<file path="config.mk">
export PLATFORM = sky130hd
export DESIGN_NAME = mis_core
export DESIGN_NICKNAME = d
export VERILOG_FILES = /design/src/hdl/mis_pkg.sv /design/src/hdl/mis_core.sv
export SDC_FILE = /design/constraint.sdc
export NUM_CORES = 1
export LEC_CHECK = 0
export BUFFER_PORTS_ARGS = -buffer_cell sky130_fd_sc_hd__buf_2
export CAP_MARGIN = 20
export CORE_ASPECT_RATIO = 0.9
export CORE_MARGIN = 8
export CORE_UTILIZATION = 40
export CTS_CLUSTER_SIZE = 8
export DETAILED_ROUTE_END_ITERATION = 16
export PLACE_DENSITY = 0.61
export SLEW_MARGIN = 15
export SYNTH_ARGS = -nofsm -noshare
export SYNTH_HDL_FRONTEND = slang
export SYNTH_SLANG_ARGS = --single-unit
</file>
<file path="constraint.sdc">
create_clock -name CLK_I -period 14 [get_ports CLK_I]
set_clock_uncertainty 0.15 [all_clocks]
set_input_delay 2.8 -clock CLK_I [delete_from_list [all_inputs] [get_ports CLK_I]]
set_output_delay 2.8 -clock CLK_I [all_outputs]
set_load 0.03 [all_outputs]
</file>
<file path="src/hdl/mis_pkg.sv">
// mis_pkg: constants, opcode enum and carriers of the instruction sequencer.
// assumes a 16-bit program word and a 7-bit data memory address space.
package mis_pkg;
  // one instruction cycle spans this many system clocks
  localparam int CLKS_PER_CYCLE = 4;
  localparam int PH_W = 2;
  localparam logic [1:0] PH_LAST = 2'h3;
  localparam logic [1:0] PH_WRITE = 2'h2;
  // instruction word fields
  localparam int OP_MSB = 15;
  localparam int OP_LSB = 10;
  localparam int BIT_MSB = 9;
  localparam int BIT_LSB = 7;
  localparam int ADR_MSB = 6;
  localparam int IMM_MSB = 7;
  localparam int TGT_MSB = 9;
  localparam int DA_W = 7;
  // data address that maps onto the low byte of the program counter
  localparam logic [6:0] PC_LOW_BYTE_ADDR = 7'h06;
  // reset values and default sizes
  localparam logic [7:0] ACC_RST = 8'h00;
  localparam logic [15:0] IR_RST = 16'h0000;
  localparam int PC_W_DEF = 10;
  localparam int STACK_DEPTH_DEF = 8;

  typedef enum logic [5:0] {
    OP_NOP, OP_XFER_A_M, OP_XFER_M_A, OP_XFER_A_X,
    OP_ADD_A_M, OP_ADC_A_M, OP_SUB_A_M, OP_SBC_A_M, OP_ADD_A_X, OP_SUB_A_X, OP_ADD_M_A,
    OP_AND_A_M, OP_OR_A_M, OP_XOR_A_M, OP_AND_M_A, OP_OR_M_A, OP_XOR_M_A,
    OP_AND_A_X, OP_OR_A_X, OP_XOR_A_X, OP_INVERT_MEM, OP_INVERT_ACC,
    OP_PLUS1_MEM, OP_PLUS1_ACC, OP_MINUS1_MEM, OP_MINUS1_ACC,
    OP_ROT_R, OP_ROT_L, OP_ROT_RC, OP_ROT_LC, OP_SET_BIT, OP_CLR_BIT,
    OP_SKIP_ZERO, OP_SKIP_BIT0, OP_SKIP_BIT1, OP_GOTO, OP_CALL,
    OP_SUB_RETURN, OP_INT_RETURN, OP_TABLE_READ, OP_HALT, OP_WDT_CLEAR
  } mis_op_e;

  typedef struct packed {
    logic z;
    logic c;
  } mis_flags_s;

  typedef struct packed {
    logic [6:0] addr;
    logic [7:0] wdata;
    logic we;
  } mis_dm_s;
endpackage : mis_pkg

</file>
<file path="src/hdl/mis_core.sv">
// mis_core: instruction sequencer and datapath of an 8-bit accumulator core.
// assumes program and data memories answer combinationally on the same clock.
`timescale 1ns/10ps

// Functional notes
// - four clocks form one instruction cycle
// - branches, calls, returns, table reads take two
// - writing pc low byte jumps, one extra cycle
// - skip costs two cycles, no skip one
// - skip tests a memory byte or bit
// - call saves next address, return restores it
// - three transfer forms to and from accumulator
// - carry above 255, borrow below zero
// - plus or minus one, memory or accumulator
// - logic ops use accumulator; invert memory operand
// - logic ops update zero flag
// - rotate by one, carry variants through carry
// - bit set/clear changes only that bit
// - table read fetches program memory into data
// - halt powers down; separate watchdog clear
module mis_core #(
  parameter int PC_W = mis_pkg::PC_W_DEF,
  parameter int STACK_DEPTH = mis_pkg::STACK_DEPTH_DEF
) (
  // clock and reset
  input wire logic CLK_I,
  input wire logic RST_N_I,
  // program memory
  output logic [PC_W-1:0] PM_ADDR_O,
  input wire logic [15:0] PM_DATA_I,
  // data memory
  output mis_pkg::mis_dm_s DM_O,
  input wire logic [7:0] DM_RDATA_I,
  // wake-up pin, asynchronous
  input wire logic WAKE_I,
  // core state
  output logic [7:0] ACC_O,
  output mis_pkg::mis_flags_s FLAGS_O,
  output logic [7:0] TBL_HIGH_O,
  output logic HALT_O,
  output logic INT_EN_O,
  output logic WDT_CLR_O,
  output logic CYCLE_END_O
);

  localparam int SP_W = $clog2(STACK_DEPTH);

  // the pc low byte mapping needs page bits above it
  if (PC_W < 9 || PC_W > mis_pkg::TGT_MSB + 1)
  begin : g_bad_pc
    $error("PC_W must lie between 9 and 10");
  end
  if (STACK_DEPTH < 2 || (1 << SP_W) != STACK_DEPTH)
  begin : g_bad_stack
    $error("STACK_DEPTH must be a power of two");
  end
  // the phase counter wraps by itself only when the cycle length is a power of two
  if (mis_pkg::CLKS_PER_CYCLE != (1 << mis_pkg::PH_W))
  begin : g_bad_phase
    $error("CLKS_PER_CYCLE must equal two to the power PH_W");
  end

  // nine-bit sum: carry out in bit 8
  function automatic logic [8:0] add9(input logic [7:0] a, input logic [7:0] b, input logic ci);
    add9 = {1'b0, a} + {1'b0, b} + {8'h00, ci};
  endfunction : add9

  localparam int PH_W_L = mis_pkg::PH_W;
  logic [PH_W_L-1:0] ph_r;
  logic cyc_end;
  logic [15:0] ir_r;
  logic [PC_W-1:0] pc_r;
  logic [7:0] acc_r;
  logic z_r;
  logic c_r;
  logic flush_r;
  logic tab_r;
  logic halt_r;
  logic wake_m_r;
  logic wake_s_r;
  logic [PC_W-1:0] stk_r [STACK_DEPTH];
  logic [SP_W-1:0] sp_r;
  logic [6:0] addr_r;
  logic [7:0] wdata_r;
  logic we_r;
  logic [7:0] tblh_r;
  logic int_en_r;
  logic wdt_r;
  logic run;
  logic exec;
  mis_pkg::mis_op_e op;
  logic [2:0] bidx;
  logic [7:0] imm;
  logic [7:0] opnd;
  logic [PC_W-1:0] pc_cur;
  logic [PC_W-1:0] tab_addr;

  // execute results
  logic [7:0] res;
  logic wr_mem;
  logic wr_acc;
  logic upd_z;
  logic upd_c;
  logic c_new;
  logic skip;
  logic jump;
  logic push;
  logic pop;
  logic tab_go;
  logic halt_go;
  logic wdt_go;
  logic interrupt_return_go;
  logic pcl_wr;
  logic [8:0] sum;

  // phase counter: every instruction cycle is four clocks
  always_ff @(posedge CLK_I or negedge RST_N_I)
  begin
    if (!RST_N_I)
      ph_r <= '0;
    else
      ph_r <= ph_r + 2'h1;
  end
  assign cyc_end = (ph_r == mis_pkg::PH_LAST);

  // wake pin synchroniser
  always_ff @(posedge CLK_I or negedge RST_N_I)
  begin
    if (!RST_N_I)
    begin
      wake_m_r <= 1'b0;
      wake_s_r <= 1'b0;
    end
    else
    begin
      wake_m_r <= WAKE_I;
      wake_s_r <= wake_m_r;
    end
  end

  // decode; unknown codes behave as no operation
  assign op = mis_pkg::mis_op_e'(ir_r[mis_pkg::OP_MSB:mis_pkg::OP_LSB]);
  assign bidx = ir_r[mis_pkg::BIT_MSB:mis_pkg::BIT_LSB];
  assign imm = ir_r[mis_pkg::IMM_MSB:0];
  assign pc_cur = pc_r - {{(PC_W-1){1'b0}}, 1'b1};
  assign tab_addr = {pc_r[PC_W-1:8], acc_r};
  // reading the pc low byte location returns the executing address
  assign opnd = (addr_r == mis_pkg::PC_LOW_BYTE_ADDR) ? pc_cur[7:0] : DM_RDATA_I;
  // a discarded, stalled or halted cycle executes nothing
  assign run = !flush_r && !tab_r && !halt_r;
  assign exec = run && cyc_end;

  // datapath: one result byte, destination and flag effects
  always_comb
  begin
    res = acc_r;
    wr_mem = 1'b0;
    wr_acc = 1'b0;
    upd_z = 1'b0;
    upd_c = 1'b0;
    c_new = c_r;
    skip = 1'b0;
    jump = 1'b0;
    push = 1'b0;
    pop = 1'b0;
    tab_go = 1'b0;
    halt_go = 1'b0;
    wdt_go = 1'b0;
    interrupt_return_go = 1'b0;
    sum = 9'h000;
    unique case (op)
      mis_pkg::OP_XFER_A_M: begin res = opnd; wr_acc = 1'b1; end
      mis_pkg::OP_XFER_M_A: begin res = acc_r; wr_mem = 1'b1; end
      mis_pkg::OP_XFER_A_X: begin res = imm; wr_acc = 1'b1; end
      mis_pkg::OP_ADD_A_M, mis_pkg::OP_ADC_A_M, mis_pkg::OP_ADD_A_X, mis_pkg::OP_ADD_M_A:
      begin
        sum = add9(acc_r, (op == mis_pkg::OP_ADD_A_X) ? imm : opnd, (op == mis_pkg::OP_ADC_A_M) && c_r);
        res = sum[7:0];
        c_new = sum[8];
        upd_c = 1'b1;
        upd_z = 1'b1;
        wr_acc = (op != mis_pkg::OP_ADD_M_A);
        wr_mem = (op == mis_pkg::OP_ADD_M_A);
      end
      mis_pkg::OP_SUB_A_M, mis_pkg::OP_SBC_A_M, mis_pkg::OP_SUB_A_X:
      begin
        // carry clear after a subtraction means a borrow occurred
        sum = add9(acc_r, ~((op == mis_pkg::OP_SUB_A_X) ? imm : opnd), (op != mis_pkg::OP_SBC_A_M) || c_r);
        res = sum[7:0];
        c_new = sum[8];
        upd_c = 1'b1;
        upd_z = 1'b1;
        wr_acc = 1'b1;
      end
      mis_pkg::OP_AND_A_M, mis_pkg::OP_AND_M_A, mis_pkg::OP_AND_A_X:
      begin
        res = acc_r & ((op == mis_pkg::OP_AND_A_X) ? imm : opnd);
        upd_z = 1'b1;
        wr_mem = (op == mis_pkg::OP_AND_M_A);
        wr_acc = !wr_mem;
      end
      mis_pkg::OP_OR_A_M, mis_pkg::OP_OR_M_A, mis_pkg::OP_OR_A_X:
      begin
        res = acc_r | ((op == mis_pkg::OP_OR_A_X) ? imm : opnd);
        upd_z = 1'b1;
        wr_mem = (op == mis_pkg::OP_OR_M_A);
        wr_acc = !wr_mem;
      end
      mis_pkg::OP_XOR_A_M, mis_pkg::OP_XOR_M_A, mis_pkg::OP_XOR_A_X:
      begin
        res = acc_r ^ ((op == mis_pkg::OP_XOR_A_X) ? imm : opnd);
        upd_z = 1'b1;
        wr_mem = (op == mis_pkg::OP_XOR_M_A);
        wr_acc = !wr_mem;
      end
      mis_pkg::OP_INVERT_MEM, mis_pkg::OP_INVERT_ACC:
      begin
        res = ~opnd;
        upd_z = 1'b1;
        wr_mem = (op == mis_pkg::OP_INVERT_MEM);
        wr_acc = !wr_mem;
      end
      mis_pkg::OP_PLUS1_MEM, mis_pkg::OP_PLUS1_ACC:
      begin
        res = opnd + 8'h01;
        upd_z = 1'b1;
        wr_mem = (op == mis_pkg::OP_PLUS1_MEM);
        wr_acc = !wr_mem;
      end
      mis_pkg::OP_MINUS1_MEM, mis_pkg::OP_MINUS1_ACC:
      begin
        res = opnd - 8'h01;
        upd_z = 1'b1;
        wr_mem = (op == mis_pkg::OP_MINUS1_MEM);
        wr_acc = !wr_mem;
      end
      mis_pkg::OP_ROT_R: begin res = {opnd[0], opnd[7:1]}; wr_mem = 1'b1; end
      mis_pkg::OP_ROT_L: begin res = {opnd[6:0], opnd[7]}; wr_mem = 1'b1; end
      mis_pkg::OP_ROT_RC:
      begin
        res = {c_r, opnd[7:1]};
        c_new = opnd[0];
        upd_c = 1'b1;
        wr_mem = 1'b1;
      end
      mis_pkg::OP_ROT_LC:
      begin
        res = {opnd[6:0], c_r};
        c_new = opnd[7];
        upd_c = 1'b1;
        wr_mem = 1'b1;
      end
      // read-modify-write keeps the other seven bits
      mis_pkg::OP_SET_BIT: begin res = opnd | (8'h01 << bidx); wr_mem = 1'b1; end
      mis_pkg::OP_CLR_BIT: begin res = opnd & ~(8'h01 << bidx); wr_mem = 1'b1; end
      mis_pkg::OP_SKIP_ZERO: skip = (opnd == 8'h00);
      mis_pkg::OP_SKIP_BIT0: skip = !opnd[bidx];
      mis_pkg::OP_SKIP_BIT1: skip = opnd[bidx];
      mis_pkg::OP_GOTO: jump = 1'b1;
      mis_pkg::OP_CALL: begin jump = 1'b1; push = 1'b1; end
      mis_pkg::OP_SUB_RETURN: pop = 1'b1;
      mis_pkg::OP_INT_RETURN: begin pop = 1'b1; interrupt_return_go = 1'b1; end
      mis_pkg::OP_TABLE_READ: tab_go = 1'b1;
      mis_pkg::OP_HALT: halt_go = 1'b1;
      mis_pkg::OP_WDT_CLEAR: wdt_go = 1'b1;
      default: res = acc_r;
    endcase
  end
  // a store to the pc low byte becomes a jump, not a memory write
  assign pcl_wr = wr_mem && (addr_r == mis_pkg::PC_LOW_BYTE_ADDR);

  // fetch pipeline and program counter
  always_ff @(posedge CLK_I or negedge RST_N_I)
  begin
    if (!RST_N_I)
    begin
      pc_r <= '0;
      ir_r <= mis_pkg::IR_RST;
      flush_r <= 1'b1;
      tab_r <= 1'b0;
    end
    else if (cyc_end && !halt_r)
    begin
      if (tab_r)
      begin
        tab_r <= 1'b0; // second cycle of a table read
      end
      else
      begin
        ir_r <= PM_DATA_I;
        tab_r <= run && tab_go;
        // skipped or stale fetch is discarded
        flush_r <= run && (skip || jump || pop || pcl_wr);
        if (run && jump)
          pc_r <= ir_r[PC_W-1:0];
        else if (run && pop)
          pc_r <= stk_r[sp_r - 1'b1];
        else if (run && pcl_wr)
          pc_r <= {pc_r[PC_W-1:8], res};
        else
          pc_r <= pc_r + {{(PC_W-1){1'b0}}, 1'b1};
      end
    end
  end

  // stack pointer; overflow wraps silently
  always_ff @(posedge CLK_I or negedge RST_N_I)
  begin
    if (!RST_N_I)
      sp_r <= '0;
    else if (exec && push)
      sp_r <= sp_r + 1'b1;
    else if (exec && pop)
      sp_r <= sp_r - 1'b1;
  end

  // return address slots, no reset: pc_r already holds the address after the call
  always_ff @(posedge CLK_I)
  begin
    if (exec && push)
      stk_r[sp_r] <= pc_r;
  end

  // accumulator and flags change only in an executing cycle
  always_ff @(posedge CLK_I or negedge RST_N_I)
  begin
    if (!RST_N_I)
    begin
      acc_r <= mis_pkg::ACC_RST;
      z_r <= 1'b0;
      c_r <= 1'b0;
    end
    else if (exec)
    begin
      if (wr_acc)
        acc_r <= res;
      if (upd_z)
        z_r <= (res == 8'h00);
      if (upd_c)
        c_r <= c_new;
    end
  end

  // data memory port: address per instruction, write strobe in the last clock
  always_ff @(posedge CLK_I or negedge RST_N_I)
  begin
    if (!RST_N_I)
    begin
      addr_r <= '0;
      wdata_r <= 8'h00;
      we_r <= 1'b0;
      tblh_r <= 8'h00;
    end
    else
    begin
      if (ph_r == mis_pkg::PH_WRITE && !halt_r)
      begin
        we_r <= tab_r || (run && wr_mem && !pcl_wr);
        wdata_r <= tab_r ? PM_DATA_I[7:0] : res;
      end
      else
        we_r <= 1'b0;
      if (cyc_end && tab_r)
      begin
        tblh_r <= PM_DATA_I[15:8];
        addr_r <= ir_r[mis_pkg::ADR_MSB:0];
      end
      else if (cyc_end && !halt_r && !(run && tab_go))
        addr_r <= PM_DATA_I[mis_pkg::ADR_MSB:0];
    end
  end

  // power-down, interrupt enable and watchdog clear pulse
  always_ff @(posedge CLK_I or negedge RST_N_I)
  begin
    if (!RST_N_I)
    begin
      halt_r <= 1'b0;
      int_en_r <= 1'b0;
      wdt_r <= 1'b0;
    end
    else
    begin
      wdt_r <= exec && wdt_go;
      if (exec && halt_go)
        halt_r <= 1'b1;
      else if (wake_s_r && cyc_end)
        halt_r <= 1'b0;
      if (exec && interrupt_return_go)
        int_en_r <= 1'b1;
    end
  end

  // outputs
  assign PM_ADDR_O = tab_r ? tab_addr : pc_r;
  assign DM_O = '{addr: addr_r, wdata: wdata_r, we: we_r};
  assign ACC_O = acc_r;
  assign FLAGS_O = '{z: z_r, c: c_r};
  assign TBL_HIGH_O = tblh_r;
  assign HALT_O = halt_r;
  assign INT_EN_O = int_en_r;
  assign WDT_CLR_O = wdt_r;
  assign CYCLE_END_O = cyc_end;

endmodule : mis_core

</file>
# After elaboration in Yosys (flattened, before gate mapping)
# Memory sizes are Yosys's and may differ from the RTL's.
# Cells that the tools add are included.
# word_totals
ff_bits,72
mem_count,1
ramBits,80
output_inout_bits,48
# memory_table
name,depth,word_bits,read_ports,rd_clocked_by_memory_dff,write_ports,line,text
stk_r,8,10,1,0,1,mis_core.sv:81,logic [PC_W-1:0] stk_r [STACK_DEPTH];
# classes
bitwise,9
n_mux,37
order_cmp,1
n_eq_ne,47
reduce_logical,64
add_sub_neg,11
shift,1
# ops
operator,count
case mux 8 bit (16 select lines),1
"== test 6 x 5 -> 1 bit, second input constant",16
2-to-1 mux 8 bit,8
"== test 6 bit, second input constant",10
"== test 6 x 4 -> 1 bit, second input constant",8
2-to-1 mux 10 bit,3
"== test 6 x 3 -> 1 bit, second input constant",4
inverter 8 bit,3
logical AND 1 bit,22
OR reduction 22 bit,1
adder 8 x 8 -> 9 bit,2
adder 9 x 1 -> 9 bit,2
AND 8 bit,2
logical NOT 8 bit,2
2-to-1 mux 1 bit,16
bitwise OR 8 bit,2
case mux 1 bit (8 select lines),2
"subtractor 8 x 1 -> 8 bit, second input constant",2
2-to-1 mux 7 bit,2
"== test 6 x 2 -> 1 bit, second input constant",2
logical NOT 1 bit,12
OR reduction 3 bit,4
"adder 10 x 1 -> 10 bit, second input constant",1
OR reduction 2 bit,5
27 further kinds,38

# Longest topological paths before layout
# logic_depth
ltp_word,10
depth_mapped,19

# Worst setup path after synthesis
# OpenSTA, ideal clock, no wires.
# synth_timing
path_kind,input-to-reg
startpoint,input port DM_RDATA_I[0]
endpoint,register z_r
stages,12
path_buffers,1
slack_ps,7837
setup_ps,104
required_ps,13746
t_arrival_ps,5910
path_cell_list,a21oi_1 -> buf_2 -> a21oi_1 -> fa_1 -> fa_1 -> a221oi_1 -> o221ai_1 -> a2111oi_0 -> a21oi_1 -> nor2_1 -> or4b_1 -> o41ai_2
# synth_via
elab_chain_len,7
# synth_lines
element,line,text
"start, declared",mis_core.sv:33,"input wire logic [7:0] DM_RDATA_I,"
2-to-1 mux 8 bit (*),mis_core.sv:148,assign opnd = (addr_r == mis_pkg::PC_LOW_BYTE_ADDR) ? pc_cur[7:0] : DM_RDATA_I;
2-to-1 mux 8 bit,mis_core.sv:188,"sum = add9(acc_r, ~((op == mis_pkg::OP_SUB_A_X) ? imm : opnd), (op != mis_pkg::OP_SBC_A_M) || c_r);"
inverter 8 bit,mis_core.sv:188,
adder 8 x 8 -> 9 bit,mis_core.sv:65,"add9 = {1'b0, a} + {1'b0, b} + {8'h00, ci};"
adder 9 x 1 -> 9 bit,mis_core.sv:65,
case mux 8 bit (16 select lines) (*),mis_core.sv:171,unique case (op)
logical NOT 8 bit (*),mis_core.sv:338,z_r <= (res == 8'h00);
"end signal, assigned",mis_core.sv:338,
"end, declared",mis_core.sv:74,logic z_r;
# Mark *: on every way between the ends. The rest lies on a longest branch, timed or not.
# A chain may end at the register's enable or synchronous reset.

# Worst setup path after layout
# Ends and elaborated chain as after synthesis.

==> flow_metrics.py <==
metrics = {
    "pwr": {
        "vdd_drop_max_v": 0.000104,
        "p_leak_nw": 4.44,
        "powerDensity_nw_per_um2": 166,
    },
    "setup_path": {
        "r2r_cells": 14,
        "crit_path_max_fanout": 12,
        "path_buf_inv": 1,
        "r2r_slack_ns": 8.37,
        "worst_path_most_repeated_cell": "a21oi_1",
        "path_delay_family": "compound AO/OA/AOI/OAI gates",
        "arrival_ns": 7.17,
        "worst-setup-path-type": "input port to flop",
        "crit_chain": "buf_2 -> a21oi_1 -> a21oi_1 -> fa_1 -> fa_1 -> a221oi_1 -> o221ai_1 -> a2111oi_0 -> a21oi_1 -> nor2_1 -> or4b_1 -> o41ai_2",
        "crit_path_start_kind": "input port",
        "r2r_end": "z_r",
        "crit_path_max_incr_delay_ns": 0.79,
        "worst_setup_path_end_kind": "flop",
        "slowest_stage": "a21oi_1",
        "r2r_start": "addr_r[5]",
        "crit_required_ns": 14.16,
    },
    "clock_tree": {
        "hold_buffers": 0,
        "postCtsSetupBuffers": 0,
        "cts_buffers": 17,
        "clkSinkCount": 152,
        "clockRootBuffer": "clkbuf_16",
        "cts_resized": 0,
        "clk_pin_slew_ns": 0.07,
        "cts_tree": "yes",
        "clk_latency_ns": 0.43,
        "htree_levels": 4,
        "clock_path_buffers": 2,
    },
    "grt": {
        "grt_max_degree": 73,
        "antenna_found_initial": 0,
        "grt_pass1_vias": 7964,
        "overflow": 0,
        "grtUsageTotal_pct": 21.3,
        "grt_pass1_wl_mm": 48.6,
    },
    "layout": {
        "fin_util_pct": 45.9,
        "drive_gt1_share_pct": 20.7,
        "nets": 1091,
        "area_growth_pct": 13.5,
        "n_antenna_cell": 0,
    },
    "synth": {
        "synthSimpleGateAreaFrac_pct": 17.8,
        "synth-main-ff-cell": "edfxtp_1",
        "synth_xor_area_share_pct": 2.97,
        "synth_edf_count": 80,
        "synth_top_cell_area_share_pct": 24.7,
        "synth.distinct_cells": 79,
        "synthAdderAreaFrac_pct": 4.50,
        "synth-seq-area-share_pct": 43.2,
        "synth_compound_area_share_pct": 15.6,
        "synth_top_family_by_area": "simple AND/OR/NAND/NOR gates",
        "yosys_warnings": 0,
        "avgSynthCellArea_um2": 10.0,
        "synth.largest_area_cell": "edfxtp_1",
        "synth_mux_area_share_pct": 12.3,
        "syn_area_um2": 9730,
        "syn_nets": 1032,
        "syn_inst": 973,
        "yosys_register_bits": 152,
        "async_reset_ff_share_pct": 47.4,
        "yosys-top-cells-area": "edfxtp_1 (25%), dfrtp_1 (18%), nand2_1 (5.1%)",
    },
    "sta": {
        "slew_headroom_pct": 29.0,
        "final-hold-violation-count": 0,
        "rsz0062_at_grt": "no",
        "tns_ns": 0,
        "worst_pin_slew_ns": 1.05,
        "finalCritPeriodShare_pct": 50.1,
        "max_freq_mhz": 143,
        "setup_viol": 0,
        "maxSlewViolCount": 0,
        "period_minus_slack_ns": 7.01,
    },
    "floorplan": {
        "initial_core_util_pct": 40.5,
        "core_area_um2": 24100,
        "rows": 54,
        "fp.dieW_um": 180,
        "ioPinCount": 75,
        "fp.dieArea_um2": 29600,
        "die_y_um": 164,
    },
    "drt": {
        "vias": 8277,
        "via_per_inst": 6.12,
        "drt_first_pass_iters": 8,
        "wl_mm": 31.7,
        "drt-initial-drc-count": 904,
        "ant_nets": 0,
        "drcViolationCount": 0,
        "post_drt_wl_per_cell_um": 23.4,
    },
    "hold_path": {
        "whs_endpoint": "wake_s_r",
        "hp-class": "flop to flop",
        "worstHoldPathCells": 0,
        "holdCritStartpoint": "wake_m_r",
    },
    "flow_run": {
        "cap_violations": 0,
    },
    "placement": {
        "portBuffers": 74,
        "dp_hpwl_mm": 22.8,
        "gp_congestion": 1.06,
    },
    "outcome": {
        "status": "finished clean",
    },
}
cells in the mapped netlist, types with 4 or more instances:
| cell type | count |
|---|---|
| a22oi_1 | 4 |
| buf_2 | 6 |
| a221oi_1 | 7 |
| nor3b_1 | 6 |
| xor2_1 | 17 |
| ha_1 | 27 |
| a21oi_1 | 44 |
| nor2b_1 | 11 |
| o21a_1 | 16 |
| nand2_1 | 131 |
| o221ai_1 | 5 |
| a31oi_1 | 16 |
| a211oi_1 | 9 |
| and3_1 | 9 |
| mux2_2 | 31 |
| dfrtp_1 | 71 |
| clkbuf_1 | 47 |
| mux2i_1 | 36 |
| mux4_2 | 21 |
| buf_4 | 6 |
| nor2_1 | 69 |
| xnor2_1 | 16 |
| fa_1 | 5 |
| o211ai_1 | 10 |
| o31ai_1 | 9 |
| o21ai_0 | 68 |
| nor4bb_1 | 4 |
| nand3_1 | 30 |
| a21o_1 | 6 |
| and2_1 | 5 |
| or2_2 | 7 |
| nand2b_1 | 12 |
| nor3_1 | 22 |
| or3_1 | 5 |
| nor4_1 | 7 |
| nand4_1 | 5 |
| inv_1 | 21 |
| edfxtp_1 | 80 |
| o22ai_1 | 9 |
| o21bai_1 | 7 |
how the worst max path moves through the flow:
stage | startpoint | end | slack [ns] | cells after the start
floorplan | DM_RDATA_I[0] | z_r | 7.84 | 12
CTS | DM_RDATA_I[0] | z_r | 7.11 | 12
finish | DM_RDATA_I[0] | z_r | 6.99 | 12
global route | DM_RDATA_I[0] | z_r | 6.75 | 12
detailed placement | DM_RDATA_I[0] | z_r | 6.65 | 12
global placement | DM_RDATA_I[0] | z_r | 6.95 | 12
metrics by stage:
| stage | hold WS, ns | area [um2] | power [W] | worst slack (ns) | std cells |
|---|---|---|---|---|---|
| 6_report | 0.230 | 11100 | 0.00184 | 6.99 | 1353 |
| 5_1_grt | 0.236 | 11100 | 0.00192 | 6.75 | 1353 |
| 4_1_cts | 0.227 | 11000 | 0.00184 | 7.11 | 1352 |
| 3_5_place_dp | 0.205 | 10500 | 0.00139 | 6.65 | 1320 |
| 3_3_place_gp | 0.202 | 10400 | 0.00138 | 6.95 | 1319 |
| 2_1_floorplan | 0.181 | 9730 | 0.00115 | 7.84 | 973 |
logic make-up after synthesis:
family | count (synthesis)
XOR/XNOR | 33
multiplexers | 89
flip-flops | 152
buffers and inverters | 84
adder cells (fa/ha/maj) | 32
AND/OR/NAND/NOR | 347
AO/OA/AOI/OAI | 236
power by group:
part	switching, W	total (W)	internal [W]
Combinational	0.000420	0.000695	0.000275
Sequential	0.000142	0.000693	0.000551
Clock	0.000211	0.000450	0.000239
Total	0.000773	0.00184	0.00107
worst register-to-register path: cells and delay by family, from the launching register on:
family                     cells  cell delay [ns]
buffers and inverters          1             0.23
DFF                            1             0.41
and+or+nand+nor                4             1.26
AOI/OAI and AO/OA              7             2.51
adders and majority gates      2             0.94
registers in the layout, summed over array words and instances, names as in the netlist, 2 cells and up:
register and flops:
pc_r 10, ph_r 2, addr_r 7, wdata_r 8, stk_r 80, TBL_HIGH_O 8
ir_r 16, ACC_O 8, sp_r 3
metal layers:
metal / vias to the layer above / wire (um) / track usage [%]
li1: 3747 / - / -
met1: 4010 / 14000 / 29.8
met2: 475 / 13600 / 31.5
met3: 45 / 3550 / 6.52
met4: 0 / 522 / 5.52
met5: - / 0 / 0
cell type report:
| class | instances | area [um2] |
|---|---|---|
| Clock buffer | 17 | 425 |
| Timing Repair Buffer | 102 | 591 |
| Inverter | 22 | 85.1 |
| Fill cell | 2276 | 13000 |
| Sequential cell | 152 | 4210 |
| Clock inverter | 15 | 156 |
| Tap cell | 308 | 385 |
| Multi-Input combinational cell | 737 | 5200 |
cell usage in the layout (no fill, tap or decap), drive strengths merged, types with 11 or more instances in the layout:
master | Yosys | layout
nand2 | 131 | 131
buf | 15 | 102
edfxtp | 80 | 80
dfrtp | 71 | 71
o21ai | 71 | 71
nor2 | 70 | 70
a21oi | 46 | 46
mux2i | 36 | 36
mux2 | 32 | 32
inv | 22 | 31
nand3 | 30 | 30
ha | 27 | 27
nor3 | 24 | 24
mux4 | 21 | 21
xor2 | 17 | 17
clkbuf | 47 | 17
a31oi | 16 | 16
xnor2 | 16 | 16
o21a | 16 | 16
nand2b | 12 | 12
nor2b | 11 | 11
Power figures use the tool's default switching activity.
